**src/rtl/sdic_pkg.sv**
```systemverilog
// package: constants shared by both ends of the serial converter link, and the code conversion function used by the converter end
package sdic_pkg;
  localparam int CODE_W = 12;
  localparam logic [11:0] CODE_RESET = 12'h000;
  localparam logic [11:0] CODE_FULL = 12'hFFF;
  // output step in microvolts per code
  localparam int STEP_UV = 1000;
  // host serial clock: half period in ns, then in mclk cycles (32 ns period)
  localparam int HALF_PERIOD_NS = 16;
  localparam int MCLK_NS = 4;
  localparam logic [3:0] HALF_CYC = 4'(HALF_PERIOD_NS / MCLK_NS);
  localparam logic [3:0] BITCNT_RESET = 4'h0;
  localparam logic [3:0] DIV_RESET = 4'h0;
  localparam logic [3:0] BITS_LAST = 4'(CODE_W - 1);
  // output millivolts for a code
  function automatic logic [11:0] code_to_mv(input logic [11:0] code);
    code_to_mv = 12'((int'(code) * STEP_UV) / 1000);
  endfunction
endpackage

```
**src/rtl/sdic_link_if.sv**
```systemverilog
// interface: serial link between host and converter
`timescale 1ns/1ps
`default_nettype none
interface sdic_link_if;
  logic serialClk;
  logic serial_in_line;
  logic selectN;
  logic load_strobe_n;
  logic zero_clear_n;
  modport device (input serialClk, serial_in_line, selectN, load_strobe_n,
    zero_clear_n);
  modport host (output serialClk, serial_in_line, selectN, load_strobe_n,
    zero_clear_n);
endinterface
`default_nettype wire

```
**src/rtl/sdic_host.sv**
```systemverilog
// module: host end, shifts a code out and strobes load
`timescale 1ns/1ps
`default_nettype none
module sdic_host
  import sdic_pkg::*;
(
  input wire logic mclk,
  input wire logic reset_n,
  sdic_link_if.host link,
  input wire logic writeValid,
  input wire logic [11:0] writeCode,
  output logic writeReady,
  input wire logic clearReq,
  output logic writeDone
);
  import sdic_pkg::*;

  typedef enum logic [4:0] {
    S_IDLE = 5'b00001,
    S_LOW = 5'b00010,
    S_HIGH = 5'b00100,
    S_DESEL = 5'b01000,
    S_LOAD = 5'b10000
  } sdic_state_t;

  typedef struct packed {
    sdic_state_t state;
    logic [3:0] div;
    logic [3:0] bitCnt;
    logic [11:0] data;
    logic sclk;
    logic sdo;
    logic csN;
    logic ldN;
    logic clrN;
    logic done;
  } sdic_host_t;

  sdic_host_t st;
  sdic_host_t next_st;
  logic tick;

  // --------------------------------------------------------------
  // next state
  // --------------------------------------------------------------
  always_comb begin
    next_st = st;
    next_st.done = 1'b0;
    next_st.clrN = ~clearReq;
    tick = (st.div == HALF_CYC - 4'h1);
    next_st.div = (st.state == S_IDLE || tick) ? DIV_RESET : st.div + 4'h1;
    unique case (st.state)
      S_IDLE: begin
        if (writeValid) begin
          next_st.data = writeCode;
          next_st.bitCnt = BITCNT_RESET;
          next_st.csN = 1'b0;
          next_st.sdo = writeCode[11];
          next_st.state = S_LOW;
        end
      end
      S_LOW: begin
        if (tick) begin
          next_st.sclk = 1'b1;
          next_st.state = S_HIGH;
        end
      end
      S_HIGH: begin
        // deselect while the clock is still high: a rising select with the
        // clock low would shift one bit too many and push the msb out
        if (st.bitCnt == BITS_LAST && st.div == DIV_RESET) begin
          next_st.csN = 1'b1;
        end
        if (tick) begin
          next_st.sclk = 1'b0;
          next_st.data = {st.data[10:0], 1'b0};
          next_st.sdo = st.data[10];
          if (st.bitCnt == BITS_LAST) begin
            next_st.csN = 1'b1;
            next_st.state = S_DESEL;
          end else begin
            next_st.bitCnt = st.bitCnt + 4'h1;
            next_st.state = S_LOW;
          end
        end
      end
      S_DESEL: begin
        if (tick) begin
          next_st.ldN = 1'b0;
          next_st.state = S_LOAD;
        end
      end
      S_LOAD: begin
        if (tick) begin
          // load returns high before any further shifting
          next_st.ldN = 1'b1;
          next_st.done = 1'b1;
          next_st.state = S_IDLE;
        end
      end
    endcase
  end

  // --------------------------------------------------------------
  // state register
  // --------------------------------------------------------------
  always_ff @(posedge mclk or negedge reset_n) begin
    if (!reset_n) begin
      st <= '{state: S_IDLE, div: DIV_RESET, bitCnt: BITCNT_RESET,
        data: CODE_RESET, sclk: 1'b0, sdo: 1'b0, csN: 1'b1, ldN: 1'b1,
        clrN: 1'b1, done: 1'b0};
    end else begin
      st <= next_st;
    end
  end

  assign writeReady = (st.state == S_IDLE);
  assign writeDone = st.done;
  assign link.serialClk = st.sclk;
  assign link.serial_in_line = st.sdo;
  assign link.selectN = st.csN;
  assign link.load_strobe_n = st.ldN;
  assign link.zero_clear_n = st.clrN;
endmodule
`default_nettype wire

```
**src/flat_wrapper.sv**
```systemverilog
// flat-port wrapper written by rule: the top's interface ports become plain ports
module sdic_host_flat import sdic_pkg::*;
  (mclk, reset_n, writeValid, writeCode, writeReady, clearReq, writeDone, link_serialClk, link_serial_in_line, link_selectN, link_load_strobe_n, link_zero_clear_n);
  sdic_link_if link_i ();
  input wire logic mclk;
  input wire logic reset_n;
  input wire logic writeValid;
  input wire logic [11:0] writeCode;
  output logic writeReady;
  input wire logic clearReq;
  output logic writeDone;
  output wire logic [$bits(link_i.serialClk)-1:0] link_serialClk;
  output wire logic [$bits(link_i.serial_in_line)-1:0] link_serial_in_line;
  output wire logic [$bits(link_i.selectN)-1:0] link_selectN;
  output wire logic [$bits(link_i.load_strobe_n)-1:0] link_load_strobe_n;
  output wire logic [$bits(link_i.zero_clear_n)-1:0] link_zero_clear_n;
  assign link_serialClk = link_i.serialClk;
  assign link_serial_in_line = link_i.serial_in_line;
  assign link_selectN = link_i.selectN;
  assign link_load_strobe_n = link_i.load_strobe_n;
  assign link_zero_clear_n = link_i.zero_clear_n;
  sdic_host u_core (.mclk(mclk), .reset_n(reset_n), .link(link_i), .writeValid(writeValid), .writeCode(writeCode), .writeReady(writeReady), .clearReq(clearReq), .writeDone(writeDone));
endmodule
```
**config.mk**
```make
export PLATFORM = sky130hd
export DESIGN_NAME = sdic_host_flat
export DESIGN_NICKNAME = d
export VERILOG_FILES = /design/src/rtl/sdic_pkg.sv /design/src/rtl/sdic_link_if.sv /design/src/rtl/sdic_host.sv /design/src/flat_wrapper.sv
export SDC_FILE = /design/constraint.sdc
export NUM_CORES = 1
export LEC_CHECK = 0
export ABC_AREA = 1
export ABC_CLOCK_PERIOD_IN_PS = 3000
export BUFFER_PORTS_ARGS = -buffer_cell sky130_fd_sc_hd__buf_2
export CAP_MARGIN = 0
export CORE_MARGIN = 2
export CORE_UTILIZATION = 40
export DETAILED_ROUTE_END_ITERATION = 6
export GPL_TIMING_DRIVEN = 0
export HOLD_SLACK_MARGIN = 0.03
export SKIP_CTS_REPAIR_TIMING = 1
export SYNTH_ARGS = -nofsm -noshare
export SYNTH_HDL_FRONTEND = slang
export SYNTH_SLANG_ARGS = --single-unit
```
**constraint.sdc**
```tcl
create_clock -name mclk -period 3 [get_ports mclk]
set_input_delay 0.15 -clock mclk [delete_from_list [all_inputs] [get_ports mclk]]
set_output_delay 0.15 -clock mclk [all_outputs]
set_load 0.01 [all_outputs]
```
==> impl_metrics.yaml, run 1 <==
run_status:
  outcome: "complete, no violations"
drt:
  ant_nets: 0
  drc: 0
  drtIter0Drc: 84
  wl_per_cell_um: 11.0
  totalWireLength_mm: 3.20
  first_pass_iters: 4
  viasPerCell: 4.66
  vias: 1357
worst_setup_path:
  path_class: "reg2reg"
  critPathMostFrequentCell: "nand2_1"
  start_kind: "register"
  crit_chain: "ha_1 > nand2_1 > nor2_4 > inv_2 > o21ai_1 > nand2_1 > nand2_1 > nand2_1"
  cp.arrival_ns: 1.82
  cp.required_ns: 3.17
  slowest_delay_ns: 0.39
  cp_max_fo: 9
  cp-end-kind: "register"
  critPathSlowestCell: "dfrtp_1"
  reg2reg_slack_ns: 1.34
global_route:
  grt_pass1_wl_mm: 5.66
  overflow: 0
  antenna_found_initial: 0
  track_usage: 0.170
  grt_pass1_vias: 1307
  grt_max_degree: 31
sta:
  hold-worst-slack_ns: 0.102
  hold_viol: 0
  drv_slew: 0
  timing.slew.headroom: 0.556
  tns_ns: 0
  fmax_ghz: 0.604
  tightestPinTransition_ns: 0.666
  setup_violations: 0
  period_minus_slack_ns: 1.66
  rsz0062_at_grt: "no"
  fin_skew_ns: 0.00552
  fin_crit_sh: 0.552
  worst_slack_ns: 1.34
finish:
  diodes: 0
  drive_gt1_frac: 0.210
  area_growth_syn_to_layout_pct: 17.9
  fin_area_sq_um: 1860
  instances_no_fill: 291
  post-route-util: 0.500
  fillers: 377
  num-nets-final: 261
synthesis:
  postSynthAreaPerCell_sq_um: 7.47
  synthArstFlopShare: 1.00
  syn_area_sq_um: 1580
  synthCells: 211
  yosys-top-cells-count: "85 x nand2_1, 26 x dfrtp_1, 26 x nand3_1, 17 x inv_1, 16 x nor2_1"
  synth-seq-cells: 30
  yosys.area.top_type: "dfrtp_1"
  yosys-top-cells-area: "dfrtp_1 41%, nand2_1 20%, nand3_1 8.3%"
  netlist.area_leader.share: 0.413
  yosysMostFrequentCell: "nand2_1"
  yosysSeqAreaShare: 0.479
  syn-num-nets: 230
  ys.flop_type: "dfrtp_1"
  synth_cell_types: 21
  synth-edff-count: 0
  synth_warnings: 0
die:
  fp.dieH_um: 66.8
  ioPinCount: 23
  start_util: 0.424
  die_x_um: 66.8
  die_area_sq_um: 4460
  row_count: 22
  core-area_sq_um: 3720
placed_design:
  placed_area_sq_um: 1750
  dp_slack_ns: 1.38
  gp_congestion: 0.841
  dp.cells: 281
  dp_hpwl_mm: 2.24
  io_buffer_count: 22
clocking:
  clk_pin_slew_worst_paths_ns: 0.06
  clock_path_buffers: 2
  insertion_delay_ns: 0.28
  clockRootBuffer: "clkbuf_8"
  cts_made_buffers: 5
  htree_levels: 2
  tritoncts: "built"
  cts.sinks: 30
power_and_ir_drop:
  irDropWorstVdd_mv: 0.240
  finalPower_uw: 761
  leakage_nw: 1.08
  p_per_area_nw_per_um2: 409
run:
  maxCapViolCount: 0
worst_hold_path:
  hold_class: "in2reg"
[state kept, by name, summed over array words and instances (netlist names)]
register	flops
u_core.link.zero_clear_n	1
u_core.link.serial_in_line	1
u_core.link.load_strobe_n	1
u_core.link.selectN	1
u_core.link.serialClk	1
u_core.writeDone	1
u_core.st	24
[where the power goes]
part	internal (mW)	switching [mW]	leakage, nW
Clock	0.185	0.142	0.0482
Sequential	0.406	0.000216	0.390
Combinational	0.0124	0.0150	0.643
[cell usage in the layout, fill, tap and decap left out, types with 2 or more instances in the layout]
cell type,netlist,final
dfstp_2,4,4
dlygate4sd3_1,0,2
o21ai_0,3,3
clkbuf_8,0,6
a21oi_1,4,4
nor2_4,3,3
dfrtp_1,26,26
nand2_1,85,85
inv_1,17,17
nand2_2,3,3
nand4_1,5,5
nand3_1,26,26
nor2_1,16,16
inv_2,5,5
buf_2,4,26
ha_1,3,3
[routing by layer]
metal,vias up,GRT usage,part of all wire
li1,721,-,-
met1,603,0.229,0.49
met2,28,0.270,0.45
met3,5,0.0372,0.047
met4,0,0.0612,0.013
met5,-,0,0
[logic make-up (layout without fill, tap and decap cells)]
group	after synthesis	count (layout)	synth area share
buffers and inverters	28	60	0.0770
adder cells (fa/ha/maj)	3	3	0.0238
AND/OR/NAND/NOR	140	140	0.383
flip-flops	30	30	0.479
AO/OA/AOI/OAI	8	8	0.0254
XOR/XNOR	2	2	0.0111
[cell type report]
| class | instances | area (sq um) | share of cell area |
|---|---|---|---|
| multi-input cells | 153 | 699 | 0.376 |
| clock buffers | 7 | 86.3 | 0.0465 |
| flip-flops and latches | 30 | 756 | 0.407 |
| plain buffers | 6 | 38.8 | 0.0209 |
| inverters | 22 | 82.6 | 0.0444 |
| clock inverters | 1 | 5.00 | 0.00269 |
| repair buffers | 24 | 130 | 0.0700 |
| well taps | 48 | 60.1 | 0.0323 |
[worst paths after layout]
path / end / from / cells after the start
max: u_core.st[20] / u_core.st[22] / 8
min reg2reg: u_core.st[8] / u_core.st[8] / 2
max in group asynchronous: u_core.st[18] / reset_n / 2
min: u_core.st[6] / writeCode[0] / 3
max reg2reg: u_core.st[20] / u_core.st[22] / 8
min in group asynchronous: u_core.st[30] / reset_n / 2
[critical path: cells and delay by family, from the launching register on]
kind	cells	cell delay (ns)
AOI/OAI and AO/OA	1	0.26
adders and majority gates	1	0.20
buffers and inverters	1	0.06
DFF	1	0.39
and+or+nand+nor	5	0.66
(Power assumes the default switching activity.)
==> inputs of run 2 (changes only) <==
ABC_AREA = 0   (was 1)
ABC_CLOCK_PERIOD_IN_PS = 1300   (was 3000)
clock period = 1.3 ns   (was 3 ns; I/O delays follow)
==> impl_metrics.yaml, run 2 <==
run_status:
  outcome: "finished with violations"
  violations: "negative setup slack"
clocking:
  clockRootBuffer: "clkbuf_8"
  cts_made_buffers: 5
  insertion_delay_ns: 0.28
  clk_pin_slew_worst_paths_ns: 0.06
  clock_path_buffers: 2
  tritoncts: "built"
  htree_levels: 2
  cts.sinks: 30
worst_setup_path:
  r2r_end: "u_core.st[18]"
  cp_top_family: "simple AND/OR/NAND/NOR gates"
  critPathSlowestCell: "dfrtp_1"
  crit_path_start: "u_core.st[22]"
  cp-end-kind: "register"
  crit_end: "u_core.st[18]"
  worst-path-buf-inv: 1
  cp_max_fo: 8
  cp.required_ns: 1.47
  slowest_delay_ns: 0.41
  cp.arrival_ns: 1.84
  path_class: "reg2reg"
  reg2reg_slack_ns: -0.37
  cp_num_cells: 6
  start_kind: "register"
  rr_worst_depth: 6
  worstReg2RegStart: "u_core.st[22]"
  crit_chain: "ha_4 > or3b_4 > buf_8 > nor2_2 > o21ai_1 > mux2_4"
power_and_ir_drop:
  p_per_area_nw_per_um2: 911
  p_seq_frac: 0.487
  irDropWorstVdd_mv: 0.540
  p_comb_frac: 0.038
  switching_share: 0.205
  p_switching_uw: 395
  internal_power_mw: 1.54
  clkPwrFrac: 0.475
  leakage_nw: 0.935
  finalPower_mw: 1.93
finish:
  drive_gt1_frac: 0.511
  fin_area_sq_um: 2120
  fillers: 338
  top_register: "u_core.st"
  multi_input_area_sq_um: 878
  area_growth_syn_to_layout_pct: 32.2
  num-nets-final: 198
  final_cell_mix: "26 x dfrtp_1, 23 x buf_2, 12 x o22ai_1"
  final_common_cell: "dfrtp_1"
  largest_reg_flops: 24
  seq_area_sq_um: 756
  diodes: 0
drt:
  vias: 1250
  drc: 0
  drtIter0Drc: 63
  wl_per_cell_um: 15.5
  first_pass_iters: 4
  viasPerCell: 5.43
  totalWireLength_mm: 3.56
  ant_nets: 0
synthesis:
  synth_warnings: 0
  synth-seq-cells: 30
  synth_cell_types: 41
  ys.flop_type: "dfrtp_1"
  yosys-top-cells-area: "dfrtp_1 41%, a2bb2oi_2 9.4%, dfstp_2 6.6%"
  netlist.area_leader.share: 0.406
  syn_area_sq_um: 1600
  yosys-top-cells-count: "26 x dfrtp_1, 14 x o22ai_1, 10 x a2bb2oi_2, 7 x inv_1, 7 x nor2_1"
  syn-num-nets: 158
  yosys.area.top_type: "dfrtp_1"
  yosysSeqAreaShare: 0.471
  synthCells: 139
  synth-edff-count: 0
  postSynthAreaPerCell_sq_um: 11.5
  yosysMostFrequentCell: "dfrtp_1"
  synthArstFlopShare: 1.00
global_route:
  grt_max_degree: 31
  grt_pass1_vias: 1196
  track_usage: 0.167
  antenna_found_initial: 0
  grt_pass1_wl_mm: 5.58
  overflow: 0
die:
  fp.dieH_um: 67.3
  row_count: 23
  die_x_um: 67.3
  core-area_sq_um: 3940
  ioPinCount: 23
  start_util: 0.407
  die_area_sq_um: 4530
sta:
  timing.slew.headroom: 0.551
  fin_skew_ns: 0.00909
  period_minus_slack_ns: 1.67
  rsz0062_at_grt: "yes"
  setup_violations: 29
  hold-worst-slack_ns: 0.0318
  tightestPinTransition_ns: 0.673
  worst_slack_ns: -0.373
  fin_crit_sh: 1.29
  drv_slew: 0
  fmax_ghz: 0.598
  hold_viol: 0
  tns_ns: -7.98
placed_design:
  placed_area_sq_um: 1800
  dp_hpwl_mm: 2.38
  io_buffer_count: 22
  dp_slack_ns: -0.653
  gp_congestion: 0.840
run:
  maxCapViolCount: 0
worst_hold_path:
  hold_class: "in2reg"
-- run 2: cell count changes after synthesis, sizes merged, moves of 9 or more --
cell	change
nand3	-20
inv	-15
a2bb2oi	+11
nand2	-83
nor2	-9
o22ai	+14
-- run 2: per-stage QoR --
step | instances | util
after floorplan | 139 | -
after global placement | 211 | 0.458
after detailed placement | 211 | 0.458
after CTS | 219 | 0.485
after global routing | 230 | 0.538
final | 230 | 0.538
-- run 2: cells by family after synthesis --
kind of cell               Yosys count  share of synthesized area
and+or+nand+nor                     40                      0.162
xor gates and xnor gates             3                     0.0164
buffers and inverters               15                     0.0569
adders and majority gates            3                     0.0234
AOI/OAI and AO/OA                   45                      0.248
DFF                                 30                      0.471
muxes                                3                     0.0218
-- run 2: cell type report --
class | instances | area share
Buffer | 8 | 0.0413
Timing Repair Buffer | 33 | 0.0950
Tap cell | 50 | 0.0295
Inverter | 7 | 0.0124
Clock inverter | 3 | 0.0189
Multi-Input combinational cell | 94 | 0.414
Sequential cell | 30 | 0.356
Clock buffer | 5 | 0.0324
-- run 2: power groups by stage --
stage          logic [mW]  registers, mW  clock network (mW)
2_1_floorplan      0.0199          0.958                   0
3_3_place_gp       0.0665          0.957                   0
3_5_place_dp       0.0689          0.957                   0
4_1_cts            0.0697          0.939               0.944
5_1_grt            0.0825          0.939               0.997
6_report           0.0742          0.940               0.917
-- run 2: how the worst min path moves through the flow --
stage,from,to,depth (start not counted),slack [ns]
detailed placement,reset_n,u_core.st[9],1,0.15
CTS,reset_n,u_core.st[9],1,-0.16
global route,writeValid,u_core.link.selectN,2,0.04
global placement,reset_n,u_core.st[20],1,0.13
floorplan,reset_n,u_core.link.serialClk,0,-0.23
finish,writeValid,u_core.link.selectN,2,0.03
-- run 2: per-layer routing --
metal | up-vias | GRT usage | part of all wire
met3 | 5 | 0.0517 | 0.050
met2 | 33 | 0.278 | 0.49
met5 | - | 0 | 0
li1 | 597 | - | -
met1 | 615 | 0.200 | 0.44
met4 | 0 | 0.0689 | 0.018
-- run 2: worst register-to-register path, stage by stage (launching register included) --
cell	delay, ns
dfrtp_1	0.41
ha_4	0.17
or3b_4	0.39
buf_8	0.15
nor2_2	0.07
o21ai_1	0.09
mux2_4	0.26
